[src/rss_map.vh]
`ifndef RSS_MAP_VH
`define RSS_MAP_VH
// Register byte offsets
`define RSS_CAUSE_OFFSET 12'h000
`define RSS_SRC_OFFSET 12'h004
// Cause register field positions
`define RSS_BIT_TRAP 15
`define RSS_BIT_ILLOP 14
`define RSS_BIT_CFGMM 9
`define RSS_BIT_VREG 8
`define RSS_BIT_PIN 7
`define RSS_BIT_SOFT 6
`define RSS_BIT_SWDT 5
`define RSS_BIT_TIMEOUT 4
`define RSS_BIT_SLEEP 3
`define RSS_BIT_IDLE 2
`define RSS_BIT_BROWNOUT 1
`define RSS_BIT_POR 0
// Power-on value and implemented-bit mask
`define RSS_CAUSE_RESET 16'h0003
`define RSS_CAUSE_MASK 16'hC3FF
// Extra master reset cycles after power-on
`define RSS_POR_STRETCH 2'h2
// Response codes
`define RSS_RESP_OKAY 2'b00
`define RSS_RESP_SLVERR 2'b10
`endif

[src/rss_sync.v]
`timescale 1ns/1ps
// Two-stage synchroniser for a vector of levels
module rss_sync #(
    parameter W = 9
) (
    input wire clk_sys_i,
    input wire resetn_i,
    input wire [W-1:0] async_i,
    output reg [W-1:0] sync_o
);
    reg [W-1:0] stage1;

    always @(posedge clk_sys_i or negedge resetn_i)
    begin
        if (!resetn_i)
        begin
            stage1 <= {W{1'b0}};
            sync_o <= {W{1'b0}};
        end
        else
        begin
            stage1 <= async_i;
            sync_o <= stage1;
        end
    end
endmodule // rss_sync

[src/rss_reset_source_status.v]
`timescale 1ns/1ps
`include "rss_map.vh"
module rss_reset_source_status (
    input wire clk_sys_i,
    input wire resetn_i,
    input wire brownout_reset_i,
    input wire external_pin_reset_i,
    input wire reset_instruction_i,
    input wire watchdog_timeout_i,
    input wire config_mismatch_i,
    input wire trap_conflict_i,
    input wire illegal_opcode_i,
    input wire uninit_pointer_reset_i,
    input wire power_save_instruction_i,
    input wire enter_sleep_i,
    input wire enter_idle_i,
    input wire fuse_watchdog_enable_i,
    input wire [11:0] s_axi_awaddr_i,
    input wire s_axi_awvalid_i,
    output reg s_axi_awready_o,
    input wire [31:0] s_axi_wdata_i,
    input wire [3:0] s_axi_wstrb_i,
    input wire s_axi_wvalid_i,
    output reg s_axi_wready_o,
    output reg [1:0] s_axi_bresp_o,
    output reg s_axi_bvalid_o,
    input wire s_axi_bready_i,
    input wire [11:0] s_axi_araddr_i,
    input wire s_axi_arvalid_i,
    output reg s_axi_arready_o,
    output reg [31:0] s_axi_rdata_o,
    output reg [1:0] s_axi_rresp_o,
    output reg s_axi_rvalid_o,
    input wire s_axi_rready_i,
    output reg master_reset_n_o,
    output reg watchdog_enable_o,
    output reg regulator_sleep_keep_o
);
    // resetn_i is the power-on reset; the other inputs apart from clk_sys_i, AXI, fuse_watchdog_enable_i and the power-state events are source inputs
    // Lanes of the source synchroniser
    localparam SRC_PIN = 0;
    localparam SRC_CFGMM = 1;
    localparam SRC_TRAP = 2;
    localparam SRC_ILLOP = 3;
    localparam SRC_UNINIT = 4;
    localparam SRC_POWER_SAVE = 5;
    localparam SRC_SLEEP = 6;
    localparam SRC_IDLE = 7;

    // Decoded register addresses; the decode ignores the low two bits
    localparam [11:0] CAUSE_ADDR = `RSS_CAUSE_OFFSET;
    localparam [11:0] SRC_ADDR = `RSS_SRC_OFFSET;

    wire [7:0] src_async;
    wire [7:0] src;
    reg [15:0] reset_cause_register;
    reg [15:0] next_cause;
    reg por_seen;
    reg [1:0] por_cnt;
    reg aw_held;
    reg w_held;
    reg [11:0] aw_addr;
    reg [31:0] w_data;
    reg [3:0] w_strb;
    reg [31:0] next_rdata;
    reg [1:0] next_rresp;
    wire any_src;
    wire do_write;
    wire wr_cause;
    wire ev_trap;
    wire ev_illop;
    wire ev_cfgmm;
    wire ev_pin;
    wire ev_soft;
    wire ev_timeout;
    wire ev_brownout;
    wire ev_sleep;
    wire ev_idle;
    wire ev_power_save;

    assign src_async = {enter_idle_i, enter_sleep_i, power_save_instruction_i,
        uninit_pointer_reset_i, illegal_opcode_i, trap_conflict_i,
        config_mismatch_i, external_pin_reset_i};

    rss_sync #(
        .W(8)
    ) u_sync (
        .clk_sys_i(clk_sys_i),
        .resetn_i(resetn_i),
        .async_i(src_async),
        .sync_o(src)
    );

    // Same-domain sources, no synchroniser
    assign ev_soft = reset_instruction_i;
    assign ev_timeout = watchdog_timeout_i;
    assign ev_brownout = brownout_reset_i;
    // Synchronised sources and power-state events
    assign ev_pin = src[SRC_PIN];
    assign ev_cfgmm = src[SRC_CFGMM];
    assign ev_trap = src[SRC_TRAP];
    assign ev_illop = src[SRC_ILLOP] | src[SRC_UNINIT];
    assign ev_power_save = src[SRC_POWER_SAVE];
    assign ev_sleep = src[SRC_SLEEP];
    assign ev_idle = src[SRC_IDLE];

    assign any_src = ev_brownout | ev_pin | ev_soft | ev_timeout |
        ev_cfgmm | ev_trap | ev_illop |
        (por_cnt != 2'h0);

    // Only byte lanes 0 and 1 reach the register
    function [15:0] merge_bytes;
        input [15:0] old_val;
        input [31:0] data;
        input [3:0] strb;
        begin
            merge_bytes = old_val;
            if (strb[0])
                merge_bytes[7:0] = data[7:0];
            if (strb[1])
                merge_bytes[15:8] = data[15:8];
        end
    endfunction

    function is_cause;
        input [11:0] addr;
        begin
            is_cause = (addr[11:2] == CAUSE_ADDR[11:2]);
        end
    endfunction

    function is_src;
        input [11:0] addr;
        begin
            is_src = (addr[11:2] == SRC_ADDR[11:2]);
        end
    endfunction

    // Write lands once both halves are held
    assign do_write = aw_held && w_held && !s_axi_bvalid_o;
    assign wr_cause = do_write && is_cause(aw_addr);

    // Read-back word for the address on the read channel
    always @*
    begin
        next_rdata = 32'h0000_0000;
        next_rresp = `RSS_RESP_OKAY;
        if (is_cause(s_axi_araddr_i))
            next_rdata = {16'h0000, reset_cause_register};
        else if (is_src(s_axi_araddr_i))
            next_rdata = {21'h00_0000, any_src, watchdog_enable_o,
                src, 1'b0};
        else
            next_rresp = `RSS_RESP_SLVERR;
    end

    // Next cause value: software write first, hardware events win
    always @*
    begin
        next_cause = reset_cause_register;
        if (wr_cause)
            next_cause = merge_bytes(reset_cause_register, w_data, w_strb);
        if (ev_power_save)
            next_cause[`RSS_BIT_TIMEOUT] = 1'b0;
        if (ev_trap)
            next_cause[`RSS_BIT_TRAP] = 1'b1;
        if (ev_illop)
            next_cause[`RSS_BIT_ILLOP] = 1'b1;
        if (ev_cfgmm)
            next_cause[`RSS_BIT_CFGMM] = 1'b1;
        if (ev_pin)
            next_cause[`RSS_BIT_PIN] = 1'b1;
        if (ev_soft)
            next_cause[`RSS_BIT_SOFT] = 1'b1;
        if (ev_timeout)
            next_cause[`RSS_BIT_TIMEOUT] = 1'b1;
        if (ev_sleep)
            next_cause[`RSS_BIT_SLEEP] = 1'b1;
        if (ev_idle)
            next_cause[`RSS_BIT_IDLE] = 1'b1;
        if (ev_brownout)
            next_cause[`RSS_BIT_BROWNOUT] = 1'b1;
        next_cause = next_cause & `RSS_CAUSE_MASK;
    end

    always @(posedge clk_sys_i or negedge resetn_i)
    begin
        if (!resetn_i)
            reset_cause_register <= `RSS_CAUSE_RESET;
        else
            reset_cause_register <= next_cause;
    end

    // Stretch master reset two cycles past power-on release
    always @(posedge clk_sys_i or negedge resetn_i)
    begin
        if (!resetn_i)
        begin
            por_cnt <= `RSS_POR_STRETCH;
            por_seen <= 1'b0;
            master_reset_n_o <= 1'b0;
        end
        else
        begin
            if (por_cnt != 2'h0)
                por_cnt <= por_cnt - 2'h1;
            por_seen <= 1'b1;
            master_reset_n_o <= por_seen & ~any_src;
        end
    end

    // Control outputs from the register
    always @(posedge clk_sys_i or negedge resetn_i)
    begin
        if (!resetn_i)
        begin
            watchdog_enable_o <= 1'b0;
            regulator_sleep_keep_o <= 1'b0;
        end
        else
        begin
            watchdog_enable_o <= next_cause[`RSS_BIT_SWDT] |
                fuse_watchdog_enable_i;
            regulator_sleep_keep_o <= next_cause[`RSS_BIT_VREG];
        end
    end

    // AXI4-Lite write channel
    // One write in flight; ready waits until the response is taken
    always @(posedge clk_sys_i or negedge resetn_i)
    begin
        if (!resetn_i)
        begin
            aw_held <= 1'b0;
            w_held <= 1'b0;
            aw_addr <= 12'h000;
            w_data <= 32'h0000_0000;
            w_strb <= 4'h0;
            s_axi_awready_o <= 1'b0;
            s_axi_wready_o <= 1'b0;
            s_axi_bvalid_o <= 1'b0;
            s_axi_bresp_o <= `RSS_RESP_OKAY;
        end
        else
        begin
            s_axi_awready_o <= !aw_held && !s_axi_awready_o &&
                s_axi_awvalid_i;
            s_axi_wready_o <= !w_held && !s_axi_wready_o && s_axi_wvalid_i;
            if (s_axi_awvalid_i && s_axi_awready_o)
            begin
                aw_held <= 1'b1;
                aw_addr <= s_axi_awaddr_i;
            end
            if (s_axi_wvalid_i && s_axi_wready_o)
            begin
                w_held <= 1'b1;
                w_data <= s_axi_wdata_i;
                w_strb <= s_axi_wstrb_i;
            end
            if (do_write)
            begin
                s_axi_bvalid_o <= 1'b1;
                s_axi_bresp_o <= (is_cause(aw_addr) || is_src(aw_addr)) ?
                    `RSS_RESP_OKAY : `RSS_RESP_SLVERR;
            end
            else if (s_axi_bvalid_o && s_axi_bready_i)
            begin
                s_axi_bvalid_o <= 1'b0;
                aw_held <= 1'b0;
                w_held <= 1'b0;
            end
        end
    end

    // AXI4-Lite read channel
    // Read address is taken only with no answer pending
    always @(posedge clk_sys_i or negedge resetn_i)
    begin
        if (!resetn_i)
        begin
            s_axi_arready_o <= 1'b0;
            s_axi_rvalid_o <= 1'b0;
            s_axi_rdata_o <= 32'h0000_0000;
            s_axi_rresp_o <= `RSS_RESP_OKAY;
        end
        else
        begin
            s_axi_arready_o <= !s_axi_arready_o && !s_axi_rvalid_o &&
                s_axi_arvalid_i;
            if (s_axi_arvalid_i && s_axi_arready_o)
            begin
                s_axi_rvalid_o <= 1'b1;
                s_axi_rdata_o <= next_rdata;
                s_axi_rresp_o <= next_rresp;
            end
            else if (s_axi_rvalid_o && s_axi_rready_i)
                s_axi_rvalid_o <= 1'b0;
        end
    end
endmodule // rss_reset_source_status

[config.mk]
export PLATFORM = sky130hd
export DESIGN_NAME = rss_reset_source_status
export DESIGN_NICKNAME = d
export VERILOG_FILES = /design/src/rss_sync.v /design/src/rss_reset_source_status.v
export VERILOG_INCLUDE_DIRS = /design/src
export SDC_FILE = /design/constraint.sdc
export NUM_CORES = 1
export LEC_CHECK = 0
export BUFFER_PORTS_ARGS = -buffer_cell sky130_fd_sc_hd__buf_2
export CAP_MARGIN = 5
export CORE_ASPECT_RATIO = 0.75
export CORE_UTILIZATION = 49
export DETAILED_ROUTE_END_ITERATION = 10
export GPL_TIMING_DRIVEN = 0
export PLACE_DENSITY_LB_ADDON = 0.15
export REMOVE_ABC_BUFFERS = 1
export SYNTH_ARGS = -nofsm -noshare
export SYNTH_HDL_FRONTEND = slang
export SYNTH_SLANG_ARGS = --single-unit
[constraint.sdc]
create_clock -name clk_sys_i -period 2.3 [get_ports clk_sys_i]
set_input_delay 0.115 -clock clk_sys_i [delete_from_list [all_inputs] [get_ports clk_sys_i]]
set_output_delay 0.115 -clock clk_sys_i [all_outputs]
set_load 0.02 [all_outputs]
==> metrics.md, run 1 <==
| Metric | Value |
|---|---|
| Residual DRC | `0` |
| Reg2Reg Depth | `3` |
| Fillers | `about 530` |
| Hold Path End | `w_data[15]` |
| Async S/R FF share, synth | `between 90% and 100%` |
| Fin. max-slew vios | `0` |
| Status | `finished, final reports clean` |
| Max VDD drop | `0.513 mV` |
| # setup viols final | `0` |
| Worst-path fanout max | `13` |
| Detailed Route Iter0 Violations | `81` |
| Grt ovf | `0` |
| Final net count | `roughly 450` |
| Hold Crit Depth | `2` |
| Req. time, crit path | `2.53 ns` |
| Chip Width | `approximately 96 µm` |
| CTS root buffer | `clkbuf_8` |
| Core area | `between 6000 and 7000 µm²` |
| Post-synth top cells | `76 x dfrtp_1, 25 x inv_1, 24 x mux2_2` |
| GPL Wtd Cong | `0.731` |
| Layout area overhead | `27.9%` |
| Via density | `slightly below 5` |
| Top area cells in the synthesized netlist | `dfrtp_1 59%, mux2_2 8.4%, buf_4 4.9%` |
| CTS Buffer Depth | `2` |
| R2R setup slack | `between 0.1 and 0.15 ns` |
| P_int | `about 2.5 mW` |
| TritonCTS Sinks | `79` |
| Startpoint Class | `flip-flop` |
| Clk pwr share | `a little over a quarter` |
| Combinational cell fraction of total power | `between 20% and 30%` |
| Worst Tran Pin Value | `0.644 ns` |
| Post-CTS Resized | `0` |
| Final cycle utilization of the critical path | `a little over nine tenths` |
| Switching Power | `994 µW` |
| Initial antenna violation count | `0` |
| Max_cap viols | `0` |
| FF-to-FF End | `reset_cause_register[8]` |
| CTS tree | `yes` |
| Die height | `between 70 and 80 µm` |
| Sequential share of power | `between 50% and 60%` |
| Crit path time final | `roughly 2.2 ns` |
| Worst Clk Skew | `0.00492 ns` |
| All-layer global routing usage | `20.1%` |
| R2r startpoint | `aw_addr[5]` |
| Synth Register Bits | `79` |
| Starting Density | `50.9%` |
| Ys flop type | `dfrtp_1` |
| Hold Crit Class | `in -> reg` |
| RSZ-0062 raised after global routing | `no` |
| Post-synth EDFFs | `0` |
| Skew-Pair Late Insertion Delay | `0.34 ns` |
| # IOs | `roughly 120` |
| TritonRoute pass-1 iters | `4` |
| Distinct cell type count of the synthesized netlist | `39` |
| Largest net degree at the start of global routing | `43` |
| Setup CP Type | `reg -> reg` |
| Synth Area per Inst | `approximately 13 µm²` |
| PortBufs | `75` |
| Setup TNS Final | `0 ns` |
| Relative slew slack | `a little under three fifths` |
| Net Sw Frac | `28.4%` |
| Reg clk slew, reported paths | `about 0.07 ns` |
| Hpwl dp | `4.22 mm` |
| Antenna Nets Post-Route | `0` |
| Yosys top cell by area | `dfrtp_1` |
| # H-tree levels | `3` |
| P_leak | `2.02 nW` |
| Worst Path Arrival | `2.40 ns` |
| Total routed wirelength | `6.27 mm` |
| Fmax | `~460 MHz` |
| Vias in the first global route | `2094` |
| Share of cells above drive strength 1 | `between 30% and 40%` |
| Row count | `25` |
| Synth top area share | `between 50% and 60%` |
| Total vias in the final route | `about 2200` |
| Count leader, synth | `dfrtp_1` |
| Fin Hold WS | `~0.026 ns` |
| CTS Buf Count | `9` |
| Synth Warn # | `0` |
| Synthesized area | `3230 µm²` |
| Antenna fix cells | `0` |
| PD cells | `between 800 and 900 nW/µm²` |
| First-pass GRT wire length | `between 10 and 15 mm` |
| Sequential element share of the synthesized area | `61.3%` |
| Worst hold start | `s_axi_wdata_i[15]` |
| Routed wire per std cell | `13.9 µm` |
| Synth Instances | `about 250` |
| Hold Fails Final Rpt | `0` |
| Die area | `between 6000 and 7000 µm²` |
| CP Capture Type | `flip-flop` |
==> cells in the final DEF (no fill, tap or decap), types with 5 or more instances in the layout <==
master	netlist	final
dfrtp_1	76	76
buf_2	0	74
dlygate4sd3_1	0	35
inv_1	25	25
mux2_2	24	24
conb_1	2	22
nand2_1	12	12
clkbuf_8	0	12
o21ai_0	11	11
o41ai_1	10	10
mux2i_1	10	10
o211ai_1	9	9
a21oi_1	5	5
==> what timing repair did <==
action,in CTS,in global routing
hold buffers,35,0
buffers inserted,0,0
endpoints found under the hold margin,72,0
==> worst max-delay path, stage by stage (launching register included) <==
cell	delay (ns)
dfrtp_1	0.37
or3_1	0.60
or4_1	0.72
mux2_1	0.36
==> layer usage <==
| layer | GRT usage, % | wire length (µm) | up-vias |
|---|---|---|---|
| li1 | - | - | 1066 |
| met1 | 26.7 | 3000 | 1078 |
| met2 | 30.9 | 2810 | 75 |
| met3 | 7.76 | 391 | 6 |
| met4 | 5.47 | 61 | 0 |
| met5 | 0 | 0 | - |
==> registers in the layout, summed over array words and instances, names as in the netlist <==
register	count
s_axi_awready_o	1
watchdog_enable_o	1
u_sync.stage1	8
u_sync.sync_o	8
master_reset_n_o	1
w_strb	2
s_axi_rresp_o	1
s_axi_rdata_o	13
s_axi_rvalid_o	1
s_axi_bvalid_o	1
por_seen	1
por_cnt	2
s_axi_bresp_o	1
reset_cause_register	12
s_axi_wready_o	1
w_data	12
aw_addr	10
aw_held	1
s_axi_arready_o	1
w_held	1
==> metrics by stage <==
| step | instances | setup WS, ns | instance area, µm² | total power, mW | utilization, % |
|---|---|---|---|---|---|
| finish | 451 | 0.126 | 4130 | 3.50 | 65.1 |
| global route | 451 | 0.0758 | 4130 | 3.72 | 65.1 |
| CTS | 451 | 0.150 | 4130 | 3.53 | 65.1 |
| detailed placement | 400 | 0.166 | 3600 | 2.55 | 56.7 |
| global placement | 399 | 0.174 | 3580 | 2.52 | 56.4 |
| floorplan | 243 | 0.357 | 3100 | 2.31 | - |
==> cells by family after synthesis <==
group / count (synthesis) / synth area share, %
adder cells (fa/ha/maj): 1 / 0.387
AND/OR/NAND/NOR: 37 / 7.16
other: 2 / 0.232
buffers and inverters: 54 / 9.18
AO/OA/AOI/OAI: 42 / 9.18
XOR/XNOR: 1 / 0.271
multiplexers: 36 / 12.3
flip-flops: 79 / 61.3
==> final cells by class <==
type	instances	area (µm²)	share of cell area, %
inverters	25	93.8	2.27
multi-input cells	139	1030	24.9
clock buffers	16	180	4.36
well taps	81	101	2.45
repair buffers	111	748	18.1
flip-flops and latches	79	1980	47.9
==> worst max-delay path by stage <==
stage | from | to | slack (ns) | depth (start not counted)
2_1_floorplan | aw_addr[3] | reset_cause_register[8] | 0.36 | 3
3_3_place_gp | aw_addr[5] | reset_cause_register[8] | 0.17 | 3
3_5_place_dp | aw_addr[5] | reset_cause_register[8] | 0.17 | 3
4_1_cts | aw_addr[5] | reset_cause_register[8] | 0.15 | 3
5_1_grt | aw_addr[5] | reset_cause_register[8] | 0.08 | 3
6_report | aw_addr[5] | reset_cause_register[8] | 0.13 | 3
==> power groups by stage <==
stage	Combinational, mW	Clock, mW	Sequential (mW)
2_1_floorplan	0.458	0	1.85
3_3_place_gp	0.669	0	1.85
3_5_place_dp	0.686	0	1.86
4_1_cts	0.733	0.964	1.84
5_1_grt	0.808	1.03	1.88
6_report	0.728	0.929	1.85
Power figures use the tool's default switching activity.
==> inputs of run 2 (changes only) <==
- CORE_UTILIZATION: 49 -> 50
- CTS_BUF_LIST: not set -> sky130_fd_sc_hd__clkbuf_4
- PLACE_DENSITY: not set -> 0.81
- PLACE_DENSITY_LB_ADDON: 0.15 -> not set
==> metrics.md, run 2 (synthesis gave the netlist of run 1 again) <==
| Metric | Value |
|---|---|
| Status | `finished, final reports clean` |
| Relative slew slack | `a little under three fifths` |
| Die height | `around 70 µm` |
| Largest registers | `s_axi_rdata_o (13), reset_cause_register (12), w_data (12)` |
| Worst-path fanout max | `13` |
| Reg clk slew, reported paths | `around 0.12 ns` |
| Grt ovf | `0` |
| Crit-path cells | `or3_1 > or4_1 > mux2_1` |
| Layout Cells excl Fill | `456` |
| Placed cells | `397` |
| CTS tree | `yes` |
| Most common cell after layout, fill and taps aside | `dfrtp_1` |
| PD cells | `818 nW/µm²` |
| Row count | `24` |
| Antenna fix cells | `0` |
| Fmax | `455 MHz` |
| Setup CP Type | `reg -> reg` |
| Routed wire per std cell | `14.9 µm` |
| Setup TNS Final | `0 ns` |
| First-pass GRT wire length | `between 10 and 15 mm` |
| Crit path time final | `2.20 ns` |
| Total vias in the final route | `around 2300` |
| Skew-Pair Late Insertion Delay | `around 0.42 ns` |
| Worst Path Arrival | `roughly 2.5 ns` |
| Startpoint Class | `flip-flop` |
| Fin. max-slew vios | `0` |
| Max_cap viols | `0` |
| Largest net degree at the start of global routing | `64` |
| Hpwl dp | `about 4.5 mm` |
| Max VDD drop | `0.524 mV` |
| Antenna Nets Post-Route | `0` |
| Share of cells above drive strength 1 | `between 30% and 40%` |
| Core area | `approximately 6000 µm²` |
| Largest stage delay, worst path | `between 0.7 and 0.8 ns` |
| TritonCTS Sinks | `slightly below 80` |
| Starting Density | `around 54%` |
| Req. time, crit path | `between 2 and 3 ns` |
| Post-CTS Resized | `0` |
| Final cycle utilization of the critical path | `a little over nine tenths` |
| Finished Core Util | `between 60% and 70%` |
| Hold Fails Final Rpt | `0` |
| All-layer global routing usage | `between 20% and 30%` |
| Place WS | `0.138 ns` |
| Critical path startpoint | `aw_addr[5]` |
| # H-tree levels | `3` |
| CTS Buf Count | `9` |
| Worst Tran Pin Value | `roughly 0.65 ns` |
| Via density | `between 5 and 6` |
| Final net count | `~450` |
| P_leak | `just over 2 nW` |
| Total routed wirelength | `between 6 and 7 mm` |
| # IOs | `123` |
| TritonRoute pass-1 iters | `4` |
| Hold Crit Class | `in -> async` |
| Vias in the first global route | `2300` |
| Buffers plus inverters on the worst setup path | `0` |
| Slowest stage cell, crit path | `or4_1` |
| Layout area overhead | `29.2%` |
| Initial antenna violation count | `0` |
| Worst Clk Skew | `between 0.015 and 0.02 ns` |
| Setup WS post-layout | `between 0.1 and 0.15 ns` |
| CP delay by family, top | `simple AND/OR/NAND/NOR gates` |
| Die area | `6790 µm²` |
| PortBufs | `75` |
| Largest register by flop count | `s_axi_rdata_o` |
| CTS Buffer Depth | `2` |
| Most frequent cells in the layout | `76 x dfrtp_1, 74 x buf_2, 43 x dlygate4sd3_1` |
| R2r startpoint | `aw_addr[5]` |
| GPL Wtd Cong | `approximately 0.76` |
| # setup viols final | `0` |
| Residual DRC | `0` |
| Largest register FFs | `13` |
| RSZ-0062 raised after global routing | `no` |
| CP Capture Type | `flip-flop` |
| CTS root buffer | `clkbuf_4` |
| Detailed Route Iter0 Violations | `127` |
| Chip Width | `between 90 and 100 µm` |
[run 2: changes by cell type in the layout (fill, tap and decap cells not counted), moves of 3 or more]
cell,delta
clkbuf_8,-12
clkbuf_4,+10
dlygate4sd3_1,+8
clkbuf_1,-4
clkinvlp_4,+3
[run 2: routing by layer]
metal	wire length [µm]	up-vias	global-route usage [%]
li1	-	1085	-
met4	43	0	3.87
met3	472	5	7.32
met2	3250	107	36.1
met1	3050	1122	29.5
met5	0	-	0
[run 2: cell type report]
type	instances	area (µm²)
Inverter	25	93.8
Sequential cell	79	1980
Clock inverter	6	61.3
Tap cell	78	97.6
Multi-Input combinational cell	139	1030
Timing Repair Buffer	119	836
Clock buffer	10	75.1
Fill cell	443	1830
[run 2: what timing repair did]
action / 4_1_cts / 5_1_grt
hold endpoints to repair: 119 / 0
setup buffers: 0 / 0
hold buffers: 43 / 0
[run 2: final timing paths]
| kind | endpoint | slack, ns | depth (start not counted) |
|---|---|---|---|
| max reg2reg | reset_cause_register[8] | 0.10 | 3 |
| min reg2reg | u_sync.sync_o[6] | 0.36 | 0 |
| min in group clk_sys_i | s_axi_rdata_o[9] | 0.21 | 3 |
| max | reset_cause_register[8] | 0.10 | 3 |
| min | aw_addr[6] | 0.10 | 2 |
| max in group asynchronous | por_cnt[1] | 1.58 | 3 |
[run 2: metrics by stage]
step	instance area (µm²)	hold slack, ns	total power [mW]
after floorplan	3100	-0.181	2.31
after global placement	3580	0.223	2.51
after detailed placement	3610	0.00691	2.57
after CTS	4170	0.0816	3.43
after global routing	4170	0.0996	3.62
final	4170	0.104	3.41
[run 2: power by group]
group | internal [mW] | total [mW] | switching, mW
clock | 0.338 | 0.802 | 0.465
sequential | 1.66 | 1.84 | 0.174
combinational | 0.381 | 0.773 | 0.392
[run 2: worst reg2reg max path: stages (launching register included)]
cell     delay [ns]
dfrtp_1        0.39
or3_1          0.60
or4_1          0.73
mux2_1         0.37
